[config.mk]
export PLATFORM = sky130hd
export DESIGN_NAME = scr_device_flat
export DESIGN_NICKNAME = d
export VERILOG_FILES = /design/src/logic/scr_pkg.sv /design/src/logic/scr_link_if.sv /design/src/logic/scr_clkdiv.sv /design/src/logic/scr_device.sv /design/src/flat_wrapper.sv
export SDC_FILE = /design/constraint.sdc
export NUM_CORES = 1
export LEC_CHECK = 0
export BUFFER_PORTS_ARGS = -buffer_cell sky130_fd_sc_hd__buf_4
export CORE_ASPECT_RATIO = 0.9
export CORE_MARGIN = 2
export CORE_UTILIZATION = 54
export CTS_CLUSTER_SIZE = 12
export DETAILED_ROUTE_END_ITERATION = 8
export PLACE_DENSITY_LB_ADDON = 0.08
export SLEW_MARGIN = 15
export SYNTH_ARGS = -nofsm -noshare
export SYNTH_HDL_FRONTEND = slang
export SYNTH_SLANG_ARGS = --single-unit
export TNS_END_PERCENT = 1
[constraint.sdc]
create_clock -name clk_i -period 2 [get_ports clk_i]
set_input_delay 0.2 -clock clk_i [delete_from_list [all_inputs] [get_ports clk_i]]
set_output_delay 0.2 -clock clk_i [all_outputs]
set_load 0.05 [all_outputs]
[src/logic/scr_pkg.sv]
/*
 * scr_pkg: offsets, field positions, reset values and codes shared by
 * both ends of the synthesizer control register link.
 * assumes: nothing beyond a SystemVerilog compiler.
 */
package scr_pkg;
	// device register offsets
	localparam logic [7:0] OFS_GCR       = 8'h2E;
	localparam logic [7:0] OFS_FREQ      = 8'h2F;
	localparam logic [7:0] OFS_GEN_RST   = 8'h30;
	localparam logic [7:0] OFS_EV_EN     = 8'h31;
	localparam logic [7:0] OFS_EV_MASK   = 8'h32;
	localparam logic [7:0] OFS_LOOP      = 8'h34;
	localparam logic [7:0] OFS_SOURCE_DIVIDE_VALUE      = 8'h4D;
	localparam logic [7:0] OFS_CKDIV     = 8'h7D;
	localparam logic [7:0] OFS_SOURCE_DIVIDE_VALUE_RB   = 8'hAD;
	localparam logic [7:0] OFS_GCR_RB    = 8'hAE;
	localparam logic [7:0] OFS_FREQ_RB   = 8'hAF;
	localparam logic [7:0] OFS_EV_STAT   = 8'hB0;
	localparam logic [7:0] OFS_EV_EN_RB  = 8'hB1;
	localparam logic [7:0] OFS_EV_MSK_RB = 8'hB2;
	localparam logic [7:0] OFS_VCO_STAT  = 8'hC4;
	localparam logic [7:0] OFS_REFDIV_RB = 8'hCB;
	localparam logic [7:0] OFS_REFPWR_RB = 8'hCC;
	localparam logic [7:0] OFS_CKDIV_RB  = 8'hCD;
	// reset values
	localparam logic [15:0] RST_GCR    = 16'h0000;
	localparam logic [7:0]  RST_FREQ   = 8'h26;
	localparam logic [7:0]  RST_EV     = 8'h40;
	localparam logic [7:0]  RST_LOOP   = 8'h00;
	localparam logic [6:0]  RST_SOURCE_DIVIDE_VALUE   = 7'h08;
	localparam logic [1:0]  RST_CKDIV  = 2'h0;
	localparam logic [7:0]  RST_REFDIV = 8'h03;
	localparam logic [7:0]  RST_REFPWR = 8'h00;
	// general control fields
	localparam int GCR_LOOP_EN  = 0;
	localparam int GCR_EXT_VCO  = 1;
	localparam int GCR_EXT_POL  = 2;
	localparam int GCR_CAL      = 3;
	localparam int GCR_LOCK_DET = 5;
	localparam int GCR_OUT1     = 6;
	localparam int GCR_OUT2     = 7;
	localparam int GCR_MCLK_EN  = 10;
	localparam logic [15:0] GCR_USED = 16'h04EF;
	// clock frequency fields
	localparam int FREQ_SRC_EN = 7;
	localparam logic [6:0] FREQ_MIN = 7'h0A;
	localparam logic [6:0] FREQ_MAX = 7'h78;
	localparam logic [6:0] SOURCE_DIVIDE_VALUE_MIN = 7'h04;
	// loop control fields
	localparam int LOOP_WIDTH_SEL = 4;
	localparam int LOOP_RSVD      = 5;
	localparam logic [2:0] MODE_INTEGER = 3'h0;
	localparam logic [2:0] MODE_FRACT   = 3'h2;
	localparam logic [7:0] LOOP_USED    = 8'h17;
	// event bit positions, shared by enable, mask and status
	localparam int EV_MCLK_READY = 6;
	localparam int EV_CAL_DONE   = 5;
	localparam int EV_LOCK_LOST  = 3;
	localparam int EV_LOCK_GAIN  = 2;
	localparam int EV_RECAL      = 1;
	localparam logic [7:0] EV_USED  = 8'h6E;
	localparam logic [7:0] VCO_USED = 8'hCC;
	// host command registers
	localparam logic [2:0] HOF_ADDR   = 3'h0;
	localparam logic [2:0] HOF_WDATA  = 3'h1;
	localparam logic [2:0] HOF_GO     = 3'h2;
	localparam logic [2:0] HOF_STATUS = 3'h3;
	localparam logic [2:0] HOF_RDATA  = 3'h4;
	localparam logic [2:0] HOF_CKOUT  = 3'h5;
	localparam int GO_WRITE = 0;
	localparam int GO_READ  = 1;
	localparam int ST_BUSY    = 0;
	localparam int ST_IRQ     = 1;
	localparam int ST_REFUSED = 2;
	localparam int ST_SUSPECT = 3;
	localparam logic [7:0] SUSPECT_BITS = 8'h0A;
endpackage

[src/logic/scr_link_if.sv]
/*
 * scr_link_if: register link between the host controller and the device.
 * assumes: both ends on the same clock; one access per strobe.
 */
`timescale 1ns/1ns
interface scr_link_if;
	logic [7:0]  addr;
	logic [15:0] wdata;
	logic        wr;
	logic        rd;
	logic [15:0] rdata;
	logic        interrupt_request_n;
	logic        clock_out_enable;
	modport dev (input addr, input wdata, input wr, input rd, input clock_out_enable,
		output rdata, output interrupt_request_n);
	modport host (output addr, output wdata, output wr, output rd, output clock_out_enable,
		input rdata, input interrupt_request_n);
endinterface

[src/logic/scr_clkdiv.sv]
/*
 * scr_clkdiv: divided clock output; toggles every ratio+1 enabled cycles.
 * assumes: clk_i is the reference master clock timebase, ratio is static
 * while enabled (a change applies at once to the count in progress).
 */
`timescale 1ns/1ns
module scr_clkdiv #(
	parameter int W = 2
) (
	input  wire logic         clk_i,
	input  wire logic         sys_rst_i,
	input  wire logic         ce_i,
	input  wire logic         clear_i,
	input  wire logic         enable_i,
	input  wire logic [W-1:0] ratio_i,
	output logic              clk_out_o
);
	typedef struct packed {
		logic [W-1:0] cnt;
		logic         out;
	} scr_div_t;
	scr_div_t st;
	scr_div_t next_st;

	initial begin
		if (W < 1 || W > 8) $error("scr_clkdiv: W out of range");
	end

	always_comb begin
		next_st = st;
		if (clear_i || !enable_i) begin
			next_st = '0;
		end else if (st.cnt >= ratio_i) begin
			next_st.cnt = '0;
			next_st.out = ~st.out;
		end else begin
			next_st.cnt = st.cnt + W'(1);
		end
	end

	always_ff @(posedge clk_i) begin
		if (sys_rst_i) begin
			st <= '0;
		end else if (ce_i) begin
			st <= next_st;
		end
	end

	assign clk_out_o = st.out;
endmodule

[src/logic/scr_device.sv]
/*
 * scr_device: synthesizer control and status registers, event latch and
 * interrupt request, calibration handshake and clock output divider.
 * assumes: analog side gives one-cycle event pulses on clk_i; the host
 * keeps to the link timing of scr_link_if.
 */
// The plain strobed port was decided locally.
`timescale 1ns/1ns

// Notes on behaviour
// - clock output divides by field plus one
// - host sets divider before enabling clock output
// - master clock enable gates all synthesizer functions; here it gates loop enable, calibration, events and clock output only
// - register access works without master clock
// - calibration needs trigger and loop enable
// - trigger readback clears when calibration completes
// - external vco calibrates charge pump only
// - bit 2 selects external vco polarity
// - bit 1 selects internal or external vco
// - loop enable powers internal vco unless external
// - source enable bit; frequency 10 to 120
// - host pauses master clock around frequency change
// - reset command restores all register defaults
// - events latch only when enabled
// - latched event clears its enable bit
// - interrupt low when status and mask set
// - common event layout; enable, mask reset 40
// - status read returns and clears it
// - host double-checks lock-lost and recalibration events
// - source divider 4 to 127, reset 08
// - readbacks mirror their write registers
// - host writes zero to loop bit 5
// - mode 0 integer, 2 fractional
// - width bit chooses 24 or 16 bit fraction
module scr_device (
	input  wire logic       clk_i,
	input  wire logic       sys_rst_i,
	input  wire logic       ce_i,
	scr_link_if.dev         link,
	input  wire logic       mclk_ready_i,
	input  wire logic       cal_done_i,
	input  wire logic       lock_lost_i,
	input  wire logic       lock_gained_i,
	input  wire logic       recal_needed_i,
	input  wire logic [7:0] vco_status_i,
	output logic            clock_out_o,
	output logic            synth_master_clock_enable_o,
	output logic            loop_enable_o,
	output logic            internal_vco_power_o,
	output logic            external_vco_select_o,
	output logic            external_vco_polarity_o,
	output logic            cal_start_o,
	output logic            cal_with_vco_o,
	output logic            cal_busy_o,
	output logic            source_divider_enable_o,
	output logic [6:0]      synth_clock_freq_o,
	output logic [6:0]      source_divide_value_o,
	output logic            integer_mode_o,
	output logic            fractional_mode_o,
	output logic            fraction_24bit_o,
	output logic [7:0]      output_enables_o
);
	import scr_pkg::*;
	typedef enum logic [0:0] {
		CAL_IDLE = 1'b0,
		CAL_RUN  = 1'b1
	} scr_cal_t;

	typedef struct packed {
		logic [15:0] gcr;
		logic [7:0]  freq;
		logic [7:0]  ev_en;
		logic [7:0]  ev_mask;
		logic [7:0]  ev_stat;
		logic [7:0]  loop_ctl;
		logic [6:0]  source_divide_value;
		logic [1:0]  ckdiv;
		scr_cal_t    cal;
		logic        cal_start;
		logic [15:0] rdata;
		logic        irq_n;
		logic        soft_rst;
	} scr_dev_t;

	localparam scr_dev_t DEV_RESET = '{
		gcr: RST_GCR, freq: RST_FREQ, ev_en: RST_EV, ev_mask: RST_EV,
		ev_stat: 8'h00, loop_ctl: RST_LOOP, source_divide_value: RST_SOURCE_DIVIDE_VALUE, ckdiv: RST_CKDIV,
		cal: CAL_IDLE, cal_start: 1'b0, rdata: 16'h0000, irq_n: 1'b1,
		soft_rst: 1'b0
	};

	scr_dev_t st;
	scr_dev_t next_st;
	logic [7:0] raw_ev;
	logic [7:0] new_ev;
	logic       mclk_on;

	always_comb begin
		next_st = st;
		next_st.cal_start = 1'b0;
		next_st.soft_rst = 1'b0;
		mclk_on = st.gcr[GCR_MCLK_EN];
		raw_ev = 8'h00;
		// analog events only count while the master clock runs
		if (mclk_on) begin
			raw_ev[EV_MCLK_READY] = mclk_ready_i;
			raw_ev[EV_CAL_DONE]   = cal_done_i && st.cal == CAL_RUN;
			raw_ev[EV_LOCK_LOST]  = lock_lost_i;
			raw_ev[EV_LOCK_GAIN]  = lock_gained_i;
			raw_ev[EV_RECAL]      = recal_needed_i;
		end
		new_ev = raw_ev & st.ev_en & EV_USED;

		// register writes are served whatever the master clock does
		if (link.wr) begin
			unique case (link.addr)
				OFS_GCR:     next_st.gcr = link.wdata & GCR_USED;
				OFS_FREQ:    next_st.freq = link.wdata[7:0];
				OFS_EV_EN:   next_st.ev_en = link.wdata[7:0] & EV_USED;
				OFS_EV_MASK: next_st.ev_mask = link.wdata[7:0] & EV_USED;
				OFS_LOOP:    next_st.loop_ctl = link.wdata[7:0] & LOOP_USED;
				OFS_SOURCE_DIVIDE_VALUE:    next_st.source_divide_value = link.wdata[6:0];
				OFS_CKDIV:   next_st.ckdiv = link.wdata[1:0];
				default:     next_st = next_st;
			endcase
		end

		// calibration: trigger with loop enable, master clock running
		unique case (st.cal)
			CAL_IDLE: begin
				if (mclk_on && st.gcr[GCR_CAL] && st.gcr[GCR_LOOP_EN]) begin
					next_st.cal = CAL_RUN;
					next_st.cal_start = 1'b1;
				end
			end
			CAL_RUN: begin
				if (cal_done_i && mclk_on) begin
					next_st.cal = CAL_IDLE;
					next_st.gcr[GCR_CAL] = 1'b0;
				end
			end
		endcase

		// read data one cycle after the strobe; status clears on read
		next_st.rdata = 16'h0000;
		if (link.rd) begin
			unique case (link.addr)
				OFS_SOURCE_DIVIDE_VALUE_RB:   next_st.rdata = {9'h000, st.source_divide_value};
				OFS_GCR_RB:    next_st.rdata = st.gcr;
				OFS_FREQ_RB:   next_st.rdata = {8'h00, st.freq};
				OFS_EV_STAT:   next_st.rdata = {8'h00, st.ev_stat};
				OFS_EV_EN_RB:  next_st.rdata = {8'h00, st.ev_en};
				OFS_EV_MSK_RB: next_st.rdata = {8'h00, st.ev_mask};
				OFS_VCO_STAT:  next_st.rdata = {8'h00, vco_status_i & VCO_USED};
				OFS_REFDIV_RB: next_st.rdata = {8'h00, RST_REFDIV};
				OFS_REFPWR_RB: next_st.rdata = {8'h00, RST_REFPWR};
				OFS_CKDIV_RB:  next_st.rdata = {14'h0000, st.ckdiv};
				default:       next_st.rdata = 16'h0000;
			endcase
		end
		// a new event in the reading cycle survives the clear
		if (link.rd && link.addr == OFS_EV_STAT) begin
			next_st.ev_stat = new_ev;
		end else begin
			next_st.ev_stat = st.ev_stat | new_ev;
		end
		// a latched event disarms itself, even against a same-cycle write
		next_st.ev_en = next_st.ev_en & ~new_ev;

		// general reset command wins over everything else
		if (link.wr && link.addr == OFS_GEN_RST) begin
			next_st = DEV_RESET;
			next_st.soft_rst = 1'b1;
		end
		next_st.irq_n = ~|(next_st.ev_stat & next_st.ev_mask);
	end

	always_ff @(posedge clk_i) begin
		if (sys_rst_i) begin
			st <= DEV_RESET;
		end else if (ce_i) begin
			st <= next_st;
		end
	end

	// divider only runs with the master clock enabled
	scr_clkdiv #(
		.W(2)
	) u_clkdiv (
		.clk_i     (clk_i),
		.sys_rst_i (sys_rst_i),
		.ce_i      (ce_i),
		.clear_i   (st.soft_rst),
		.enable_i  (link.clock_out_enable && st.gcr[GCR_MCLK_EN]),
		.ratio_i   (st.ckdiv),
		.clk_out_o (clock_out_o)
	);

	assign link.rdata = st.rdata;
	assign link.interrupt_request_n = st.irq_n;
	assign synth_master_clock_enable_o = st.gcr[GCR_MCLK_EN];
	assign loop_enable_o = st.gcr[GCR_LOOP_EN] && st.gcr[GCR_MCLK_EN];
	assign internal_vco_power_o = loop_enable_o && !st.gcr[GCR_EXT_VCO];
	assign external_vco_select_o = st.gcr[GCR_EXT_VCO];
	assign external_vco_polarity_o = st.gcr[GCR_EXT_POL];
	assign cal_start_o = st.cal_start;
	assign cal_with_vco_o = !st.gcr[GCR_EXT_VCO];
	assign cal_busy_o = st.cal == CAL_RUN;
	assign source_divider_enable_o = st.freq[FREQ_SRC_EN];
	assign synth_clock_freq_o = st.freq[6:0];
	assign source_divide_value_o = st.source_divide_value;
	assign integer_mode_o = st.loop_ctl[2:0] == MODE_INTEGER;
	assign fractional_mode_o = st.loop_ctl[2:0] == MODE_FRACT;
	assign fraction_24bit_o = !st.loop_ctl[LOOP_WIDTH_SEL];
	assign output_enables_o = {st.gcr[GCR_OUT2], st.gcr[GCR_OUT1], st.gcr[GCR_LOCK_DET],
		5'h00};
endmodule

[src/flat_wrapper.sv]
// flat-port wrapper written by rule: the top's interface ports become plain ports
module scr_device_flat import scr_pkg::*;
  (clk_i, sys_rst_i, ce_i, mclk_ready_i, cal_done_i, lock_lost_i, lock_gained_i, recal_needed_i, vco_status_i, clock_out_o, synth_master_clock_enable_o, loop_enable_o, internal_vco_power_o, external_vco_select_o, external_vco_polarity_o, cal_start_o, cal_with_vco_o, cal_busy_o, source_divider_enable_o, synth_clock_freq_o, source_divide_value_o, integer_mode_o, fractional_mode_o, fraction_24bit_o, output_enables_o, link_addr, link_wdata, link_wr, link_rd, link_clock_out_enable, link_rdata, link_interrupt_request_n);
  scr_link_if link_i ();
  input  wire logic clk_i;
  input  wire logic sys_rst_i;
  input  wire logic ce_i;
  input  wire logic mclk_ready_i;
  input  wire logic cal_done_i;
  input  wire logic lock_lost_i;
  input  wire logic lock_gained_i;
  input  wire logic recal_needed_i;
  input  wire logic [7:0] vco_status_i;
  output logic clock_out_o;
  output logic synth_master_clock_enable_o;
  output logic loop_enable_o;
  output logic internal_vco_power_o;
  output logic external_vco_select_o;
  output logic external_vco_polarity_o;
  output logic cal_start_o;
  output logic cal_with_vco_o;
  output logic cal_busy_o;
  output logic source_divider_enable_o;
  output logic [6:0] synth_clock_freq_o;
  output logic [6:0] source_divide_value_o;
  output logic integer_mode_o;
  output logic fractional_mode_o;
  output logic fraction_24bit_o;
  output logic [7:0] output_enables_o;
  input wire logic [$bits(link_i.addr)-1:0] link_addr;
  input wire logic [$bits(link_i.wdata)-1:0] link_wdata;
  input wire logic [$bits(link_i.wr)-1:0] link_wr;
  input wire logic [$bits(link_i.rd)-1:0] link_rd;
  input wire logic [$bits(link_i.clock_out_enable)-1:0] link_clock_out_enable;
  output wire logic [$bits(link_i.rdata)-1:0] link_rdata;
  output wire logic [$bits(link_i.interrupt_request_n)-1:0] link_interrupt_request_n;
  assign link_i.addr = link_addr;
  assign link_i.wdata = link_wdata;
  assign link_i.wr = link_wr;
  assign link_i.rd = link_rd;
  assign link_i.clock_out_enable = link_clock_out_enable;
  assign link_rdata = link_i.rdata;
  assign link_interrupt_request_n = link_i.interrupt_request_n;
  scr_device u_core (.clk_i(clk_i), .sys_rst_i(sys_rst_i), .ce_i(ce_i), .link(link_i), .mclk_ready_i(mclk_ready_i), .cal_done_i(cal_done_i), .lock_lost_i(lock_lost_i), .lock_gained_i(lock_gained_i), .recal_needed_i(recal_needed_i), .vco_status_i(vco_status_i), .clock_out_o(clock_out_o), .synth_master_clock_enable_o(synth_master_clock_enable_o), .loop_enable_o(loop_enable_o), .internal_vco_power_o(internal_vco_power_o), .external_vco_select_o(external_vco_select_o), .external_vco_polarity_o(external_vco_polarity_o), .cal_start_o(cal_start_o), .cal_with_vco_o(cal_with_vco_o), .cal_busy_o(cal_busy_o), .source_divider_enable_o(source_divider_enable_o), .synth_clock_freq_o(synth_clock_freq_o), .source_divide_value_o(source_divide_value_o), .integer_mode_o(integer_mode_o), .fractional_mode_o(fractional_mode_o), .fraction_24bit_o(fraction_24bit_o), .output_enables_o(output_enables_o));
endmodule
# --- After elaboration in Yosys (flattened, before gate mapping) ---
# Index checks and enable logic that the tools add are counted.
totals:
  regBits: 85
  input_bits: 43
  output_inout_bits: 52
  word_cells: 95
op_classes:
  n_addsub: 1
  order_cmp: 1
  n_eq_ne: 18
  mux: 23
  bitwise_logic: 7
  n_reduce_logical: 29
op_table:
  columns: ["operator", "count"]
  rows:
  - ["2-to-1 mux 85 bit", 2]
  - ["case mux 16 bit (9 select lines)", 1]
  - ["equality test 8 bit, second input constant", 9]
  - ["equality test 8 x 6 -> 1 bit, second input constant", 6]
  - ["2-to-1 mux 8 bit", 5]
  - ["2-to-1 mux 16 bit", 2]
  - ["AND 8 bit", 2]
  - ["equality test 8 x 7 -> 1 bit, second input constant", 2]
  - ["AND reduction 3 bit", 5]
  - ["nonzero test 2 bit", 7]
  - ["logical AND 1 bit", 9]
  - ["2-to-1 mux 2 bit", 4]
  - ["NOT 7 -> 8 bit", 1]
  - ["bitwise OR 8 x 7 -> 8 bit", 1]
  - ["OR reduction 8 bit", 1]
  - ["AND 7 bit", 1]
  - ["2-to-1 mux 7 bit", 1]
  - ["2-to-1 mux 3 bit", 2]
  - ["2-to-1 mux 1 bit", 5]
  - ["logical NOT 1 bit", 4]
  - ["equality test 3 x 2 -> 1 bit, second input constant", 1]
  - ["logical NOT 3 bit", 1]
  - ["adder 2 x 1 -> 2 bit, second input constant", 1]
  - [">= comparator 2 bit", 1]
  - ["other kinds (4)", 5]

# --- Longest topological paths before layout ---
# Gate-level depths: netlist (run 1).
logic_depth:
  word_depth: 9
  depth_mapped: 8
  depth_no_buf: 7

# --- Modules after synthesis ---
# From an unflattened synthesis (run 1), not the netlist that was laid out.
hier_totals:
  cells_unflattened: 454
  area_unflattened_um2: 3829.9
by_module_without_submodules:
  columns: ["module", "n_inst", "cells_per_inst", "area_per_inst_um2", "seq_area_each_um2"]
  rows:
  - ["scr_device", 1, 432, 3652.3, 1281.2]
  - ["scr_clkdiv", 1, 22, 177.7, 60.1]

# --- Worst setup path before layout (run 1) ---
# Ideal clock, no wire load.
synth_timing:
  path_kind: "reg-to-output"
  start: "register u_core.st, in the netlist u_core.synth_master_clock_enable_o"
  end: "output port internal_vco_power_o"
  arrival_time_ns: 1.723
  required_ns: 1.800
  path_slack_ns: 0.077
  path_stages_with_launch: 4
  path_buffers: 1
  cell_sequence: "dfxtp_1 clkbuf_1 nand2_1 nor2_1"
synth_via:
  elab_chain_cells: 2
synth_lines:
  columns: ["item", "line", "source"]
  rows:
  - ["start: declaration", "scr_device.sv:92", "scr_dev_t st;"]
  - ["start signal: assignment", "scr_device.sv:182", "st <= next_st;"]
  - ["logical AND 1 bit", "scr_device.sv:202", "assign loop_enable_o = st.gcr[GCR_LOOP_EN] && st.gcr[GCR_MCLK_EN];"]
  - ["logical AND 1 bit", "scr_device.sv:203", "assign internal_vco_power_o = loop_enable_o && !st.gcr[GCR_EXT_VCO];"]
  - ["end: declaration", "flat_wrapper.sv:17", "output logic internal_vco_power_o;"]
# Every way passes these cells.

# --- Worst setup path after layout (run 1) ---
layout_timing:
  start: "register u_core.u_clkdiv.st[1] (netlist name)"
  end: "register u_core.u_clkdiv.st, in the netlist u_core.u_clkdiv.clk_out_o"
layout_via:
  elab_chain_cells: 3
layout_lines:
  columns: ["item", "line", "source"]
  rows:
  - ["start: declaration", "scr_clkdiv.sv:22", "scr_div_t st;"]
  - ["start signal: assignment", "scr_clkdiv.sv:45", "st <= next_st;"]
  - [">= comparator 2 bit", "scr_clkdiv.sv:33", "end else if (st.cnt >= ratio_i) begin"]
  - ["nonzero test 2 bit (no source line)", null, null]
  - ["AND reduction 2 bit (no source line)", null, null]
# Every way passes these cells.
# A chain may end at the register's enable or synchronous reset.

==> impl_metrics.py, run 1 <==
metrics = {
    "die": {
        "die_area_sq_um": 8150,
        "die_h_um": 85.8,
        "start_util": 0.562,
        "rows": 29,
        "dieWidth_um": 94.9,
        "core_area_sq_um": 7150,
        "ios": 95,
    },
    "timing": {
        "worstMarginPinSlew_ns": 0.568,
        "rsz0062_at_grt": "false",
        "setup_tns_ns": 0,
        "hold_ws_ns": 0.115,
        "slew_violations": 0,
        "finalCriticalPeriod_ns": 1.67,
        "relSlewSlack": 0.620,
        "max_freq_mhz": 600,
        "setup_viol": 0,
        "hold_viol": 0,
        "finalCritPeriodShare": 0.833,
        "finClkSkew_ns": 0.00988,
    },
    "yosys": {
        "ys_warn_count": 0,
        "synth_ff_type": "dfxtp_1",
        "async_flop_share": 0,
        "ys_seq_area_frac": 0.334,
        "syn_area_per_cell_sq_um": 8.15,
        "synth_edf_count": 0,
        "mappedNetlistArea_sq_um": 4020,
        "synth.distinct_cells": 64,
        "synthCells": 493,
        "ys_ff_latch": 67,
    },
    "power_and_ir_drop": {
        "switchingPower_w": 0.000748,
        "peakVddDrop_mv": 0.518,
        "power_frac_comb": 0.107,
        "pwr-share-seq": 0.458,
        "power.density_nw_per_um2": 623,
        "p_int_w": 0.00219,
        "netSwitchingFraction": 0.255,
        "power_frac_clock": 0.435,
        "p_leak_nw": 1.92,
    },
    "clocking": {
        "path_clk_slew_ns": 0.08,
        "htreeDepth": 3,
        "cts_tree": "yes",
        "clock_path_buffers": 2,
        "cts_sinks": 67,
        "cts_buffers": 9,
        "ctsResizeCount": 0,
        "hold_buffers": 0,
        "clk_latency_ns": 0.35,
        "postCtsSetupBuffers": 0,
        "clockRootBuffer": "clkbuf_8",
    },
    "grt": {
        "grt_util_all_layers": 0.298,
        "grt_pass1_vias": 3556,
        "grt_pass1_wl_um": 18500,
        "overflow": 0,
        "antenna_found_initial": 0,
        "grt_max_degree": 50,
    },
    "detailed_routing": {
        "drt_iter0_drc": 374,
        "routedWlPerCell_um": 18.7,
        "drc": 0,
        "routed_wl_um": 11900,
        "ant_nets": 0,
        "dr.pass1.iters": 6,
        "viasPerCell": 6.22,
        "via_count": 3950,
    },
    "critical_path": {
        "cp.arrival_ns": 1.95,
        "crit_fanout": 3,
        "r2r_end": "u_core.u_clkdiv.clk_out_o",
        "worstSetupStartpoint": "u_core.u_clkdiv.st[1]",
        "required_ns": 2.28,
        "worstSetupEndpointType": "flip-flop",
        "cp-start-kind": "flip-flop",
        "rr_startpoint": "u_core.u_clkdiv.st[1]",
        "r2r_cells": 6,
        "critPathKind": "flip-flop to flip-flop",
        "reg2reg_slack_ns": 0.33,
    },
    "worst_hold_path": {
        "hold_depth": 3,
        "min_path_type": "input pin to flip-flop",
        "hp-start": "link_wdata[6]",
        "min_to": "u_core.st[59]",
    },
    "place": {
        "port_buffers": 78,
        "post_dp_cell_area_sq_um": 4490,
        "placedCellCount": 620,
        "place_hpwl_um": 8700,
        "gp_congestion": 0.908,
    },
    "cells_and_area": {
        "layout-drive-gt1-share": 0.245,
        "syn_to_final_growth_pct": 17.3,
        "nets": 583,
        "post-route-util": 0.659,
        "design_area_sq_um": 4710,
        "antennaDiodeCount": 0,
        "n_fill_cell": 623,
        "final_cell_count_no_fill": 635,
    },
    "status": {
        "status": "completed",
    },
    "run": {
        "maxCapViolCount": 0,
    },
}
-- sequential cells by signal, indices dropped and copies added, names as in the netlist --
signal,count
u_core.st,30
u_core.link.rdata,10
u_core.source_divide_value_o,7
u_core.synth_clock_freq_o,7
u_core.output_enables_o,3
u_core.u_clkdiv.st,2
u_core.cal_busy_o,1
u_core.cal_start_o,1
u_core.external_vco_polarity_o,1
u_core.external_vco_select_o,1
u_core.link.interrupt_request_n,1
u_core.source_divider_enable_o,1
u_core.synth_master_clock_enable_o,1
u_core.u_clkdiv.clk_out_o,1
-- layer usage --
metal,track usage,wire [um]
met5,0,0
met3,0.0598,1200
met1,0.425,5230
met2,0.456,5230
met4,0.0870,215
-- cells by family after synthesis --
family          synth area share
xor+xnor                 0.00654
mux                       0.0735
flops                      0.334
other cells             0.000933
compound gates             0.167
buf+inv                    0.119
fa+ha+maj                0.00623
simple gates               0.293
-- cell usage after synthesis (all sizes together), types with 3 or more instances --
| library cell | instances | area share |
|---|---|---|
| and2 | 11 | 0.017 |
| a221oi | 3 | 0.0065 |
| and3 | 16 | 0.025 |
| nand3 | 24 | 0.030 |
| mux2i | 25 | 0.062 |
| and3b | 5 | 0.011 |
| nor3b | 5 | 0.0093 |
| o22ai | 6 | 0.0093 |
| o21ai | 13 | 0.016 |
| nor2 | 39 | 0.037 |
| nor3 | 17 | 0.026 |
| a211oi | 4 | 0.0075 |
| clkbuf | 19 | 0.018 |
| o221ai | 3 | 0.0065 |
| o31ai | 4 | 0.0075 |
| a22oi | 14 | 0.026 |
| o2111ai | 3 | 0.0065 |
| a21oi | 30 | 0.037 |
| a31oi | 5 | 0.0078 |
| buf | 53 | 0.092 |
| nand3b | 6 | 0.011 |
| nor4 | 9 | 0.019 |
| inv | 9 | 0.0084 |
| mux2 | 4 | 0.011 |
| a2bb2oi | 3 | 0.0065 |
| nand4 | 11 | 0.017 |
| nor2b | 6 | 0.0093 |
| dfxtp | 67 | 0.33 |
| nand2 | 35 | 0.037 |
| nand2b | 11 | 0.017 |
-- power by group through the flow --
stage	Clock [W]	Combinational [W]	Sequential, W
2_1_floorplan	0	0.000192	0.00138
3_3_place_gp	0	0.000304	0.00138
3_5_place_dp	0	0.000307	0.00138
4_1_cts	0.00129	0.000308	0.00134
5_1_grt	0.00135	0.000334	0.00135
6_report	0.00128	0.000313	0.00134
-- worst max-delay path by stage --
stage / endpoint / slack [ns] / depth (start not counted)
after floorplan: internal_vco_power_o / 0.08 / 3
after global placement: u_core.output_enables_o[6] / 0.12 / 6
after detailed placement: u_core.output_enables_o[5] / 0.11 / 6
after CTS: u_core.u_clkdiv.clk_out_o / 0.33 / 6
after global routing: u_core.u_clkdiv.clk_out_o / 0.25 / 6
final: u_core.u_clkdiv.clk_out_o / 0.33 / 6
-- layout make-up --
class,count,area [sq um],share of cell area
clock buffers,10,138,0.0292
multi-input cells,348,2210,0.470
repair buffers,102,778,0.165
flip-flops and latches,67,1340,0.285
clock inverters,5,86.3,0.0183
well taps,93,116,0.0247
inverters,10,37.5,0.00797
-- critical path, cell delays in order (launching register included) --
cell and delay, ns:
dfxtp_1 0.36, inv_1 0.06, ha_1 0.26, nand2b_1 0.09
a21oi_1 0.08, or4b_2 0.61, a21oi_1 0.13
-- per-stage QoR --
step | setup WS, ns | total power, W
CTS | 0.335 | 0.00294
detailed placement | 0.109 | 0.00168
floorplan | 0.0771 | 0.00157
global route | 0.246 | 0.00303
global placement | 0.123 | 0.00168
finish | 0.335 | 0.00293
-- cells in the final DEF, fill, tap and decap left out, types with 6 or more instances in the layout --
cell type,Yosys,final
a21oi_1,30,30
nand3b_1,6,6
dfxtp_1,67,67
nand3_1,24,24
nor4_1,6,6
nand2b_1,11,11
o21ai_0,12,12
buf_4,38,101
o22ai_1,6,6
inv_1,9,9
clkbuf_8,0,10
a22oi_1,14,14
and3_1,16,16
nor3_1,14,14
nor2b_1,6,6
nand2_1,34,34
mux2i_1,25,25
nor2_1,38,38
and2_1,11,11
nand4_1,11,11
No activity file was read; power rests on OpenSTA's default activity.
==> run 2: changes to the inputs <==
--- a/config.mk
+++ b/config.mk
@@ -8,7 +8,7 @@
 export BUFFER_PORTS_ARGS = -buffer_cell sky130_fd_sc_hd__buf_4
 export CORE_ASPECT_RATIO = 0.9
 export CORE_MARGIN = 2
-export CORE_UTILIZATION = 54
+export CORE_UTILIZATION = 49
 export CTS_CLUSTER_SIZE = 12
 export DETAILED_ROUTE_END_ITERATION = 8
 export PLACE_DENSITY_LB_ADDON = 0.08
==> constraint.sdc (replaced) <==
create_clock -name clk_i -period 1.5 [get_ports clk_i]
set_input_delay 0.15 -clock clk_i [delete_from_list [all_inputs] [get_ports clk_i]]
set_output_delay 0.15 -clock clk_i [all_outputs]
set_load 0.05 [all_outputs]
==> run 2 against run 1 <==
Net effect: maximum frequency increased by 13%; combinational power increased by 67%; final area increased by 12%; routed wire length increased by 5.8%; sequential share of layout area decreased by 2.9 points; worst setup slack got worse by 0.31 ns; non-clock buffer count increased by 61; global-route usage decreased by 1.1 points; total power increased by 42%; via count increased by 5.0%; critical path type unchanged; critical endpoint unchanged.
==> impl_metrics.py, run 2 (same netlist as run 1, synthesis figures left out) <==
metrics = {
    "status": {
        "status": "completed",
    },
    "clocking": {
        "clock_path_buffers": 2,
        "hold_buffers": 0,
        "clk_latency_ns": 0.35,
        "htreeDepth": 3,
        "cts_buffers": 9,
        "path_clk_slew_ns": 0.08,
        "cts_tree": "yes",
        "postCtsSetupBuffers": 0,
        "cts_sinks": 67,
        "clockRootBuffer": "clkbuf_8",
    },
    "detailed_routing": {
        "dr.pass1.iters": 6,
        "routedWlPerCell_um": 17.9,
        "drc": 0,
        "viasPerCell": 5.91,
        "ant_nets": 0,
        "routed_wl_um": 12600,
        "drt_iter0_drc": 435,
        "via_count": 4147,
    },
    "timing": {
        "finalCritPeriodShare": 0.981,
        "finalCriticalPeriod_ns": 1.47,
        "worst_slack_ns": 0.0278,
        "worstMarginPinSlew_ns": 0.547,
        "relSlewSlack": 0.634,
        "finClkSkew_ns": 0.00861,
        "max_freq_mhz": 679,
        "slew_violations": 0,
        "hold_viol": 0,
        "setup_tns_ns": 0,
        "setup_viol": 0,
        "rsz0062_at_grt": "true",
    },
    "die": {
        "dieWidth_um": 99.4,
        "core_area_sq_um": 7990,
        "start_util": 0.503,
        "die_h_um": 89.9,
        "die_area_sq_um": 8940,
        "ios": 95,
        "rows": 31,
    },
    "grt": {
        "grt_max_degree": 30,
        "grt_util_all_layers": 0.287,
        "grt_pass1_vias": 3847,
        "antenna_found_initial": 0,
        "grt_pass1_wl_um": 20300,
        "overflow": 0,
    },
    "critical_path": {
        "cp-start-kind": "flip-flop",
        "rr_startpoint": "u_core.st[21]",
        "r2r_end": "u_core.u_clkdiv.clk_out_o",
        "reg2reg_slack_ns": 0.03,
        "crit_fanout": 2,
        "worstSetupEndpointType": "flip-flop",
        "required_ns": 1.79,
        "r2r_cells": 5,
        "cp.arrival_ns": 1.77,
        "critPathKind": "flip-flop to flip-flop",
    },
    "cells_and_area": {
        "layout-drive-gt1-share": 0.342,
        "antennaDiodeCount": 0,
        "regArea_sq_um": 1350,
        "syn_to_final_growth_pct": 31.0,
        "multi_input_area_sq_um": 2260,
        "final_cell_mix": "buf_4, dfxtp_1, nor2_1, nand2_1, a21oi_1",
        "largest_reg_flops": 30,
        "nets": 644,
        "n_fill_cell": 687,
        "top_register": "u_core.st",
        "final_common_cell": "buf_4",
    },
    "power_and_ir_drop": {
        "p_leak_nw": 2.25,
        "peakVddDrop_mv": 0.556,
        "power.density_nw_per_um2": 793,
    },
    "place": {
        "place_ws_ns": -0.284,
        "gp_congestion": 0.936,
        "place_hpwl_um": 9690,
        "port_buffers": 78,
    },
    "worst_hold_path": {
        "hp-start": "link_wdata[6]",
        "hold_depth": 3,
        "min_to": "u_core.st[59]",
        "min_path_type": "input pin to flip-flop",
    },
    "run": {
        "maxCapViolCount": 0,
    },
}
[run 2: cell count changes in the layout (fill, tap and decap cells not counted), sizes merged]
cell,delta
buf,+61
bufinv,+1
clkbuf,-1
clkinvlp,+1
inv,-1
[run 2: report_power, final]
group	internal (W)	total, W	switching (W)
registers	0.00179	0.00179	0.00000608
clock network	0.00110	0.00186	0.000757
logic	0.000228	0.000522	0.000294
total	0.00311	0.00417	0.00106
[run 2: final cells by class]
cell class                 count  share of cell area
clock buffer                   9              0.0235
clock inverter                 6              0.0219
inverter                      10             0.00713
multi-input combinational    348               0.429
sequential                    67               0.256
tap                           99              0.0235
timing repair buffer         163               0.240
[run 2: stage by stage]
step	hold slack, ns	utilization	cell area, sq um	std cells	total power [W]
6_report	0.0369	0.659	5260	702	0.00417
3_5_place_dp	0.407	0.624	4990	687	0.00234
4_1_cts	0.0313	0.656	5240	702	0.00417
5_1_grt	0.0477	0.659	5260	702	0.00430
2_1_floorplan	0.272	-	4040	497	0.00209
3_3_place_gp	0.389	0.624	4990	687	0.00234
[run 2: timing repair]
item,4_1_cts,5_1_grt
hold endpoints to repair,0,0
endpoints found under the setup margin,2,11
pin swaps,1,3
gates resized for setup,4,6
[run 2: layer usage]
metal  routed length (um)  track usage  vias to the layer above
met5                    0            0                        -
met4                  195       0.0685                        0
met3                 1030       0.0591                       16
met2                 5650        0.431                      200
met1                 5690        0.420                     1968
li1                     -            -                     1963
[run 2: critical path: stages (launching register included)]
cell     delay [ns]
dfxtp_1        0.35
inv_1          0.10
ha_1           0.31
a21oi_2        0.06
or4b_4         0.48
a21oi_2        0.12
[run 2: worst max-delay path by stage]
| stage | cells past startpoint | startpoint | slack [ns] | to |
|---|---|---|---|---|
| 2_1_floorplan | 6 | link_addr[7] | -0.13 | u_core.synth_clock_freq_o[0] |
| 3_3_place_gp | 8 | link_addr[3] | -0.27 | u_core.link.interrupt_request_n |
| 6_report | 5 | u_core.st[21] | 0.03 | u_core.u_clkdiv.clk_out_o |
| 4_1_cts | 6 | u_core.u_clkdiv.st[1] | 0.01 | u_core.u_clkdiv.clk_out_o |
| 5_1_grt | 6 | u_core.u_clkdiv.st[1] | -0.02 | u_core.u_clkdiv.clk_out_o |
| 3_5_place_dp | 6 | link_addr[0] | -0.28 | u_core.external_vco_polarity_o |
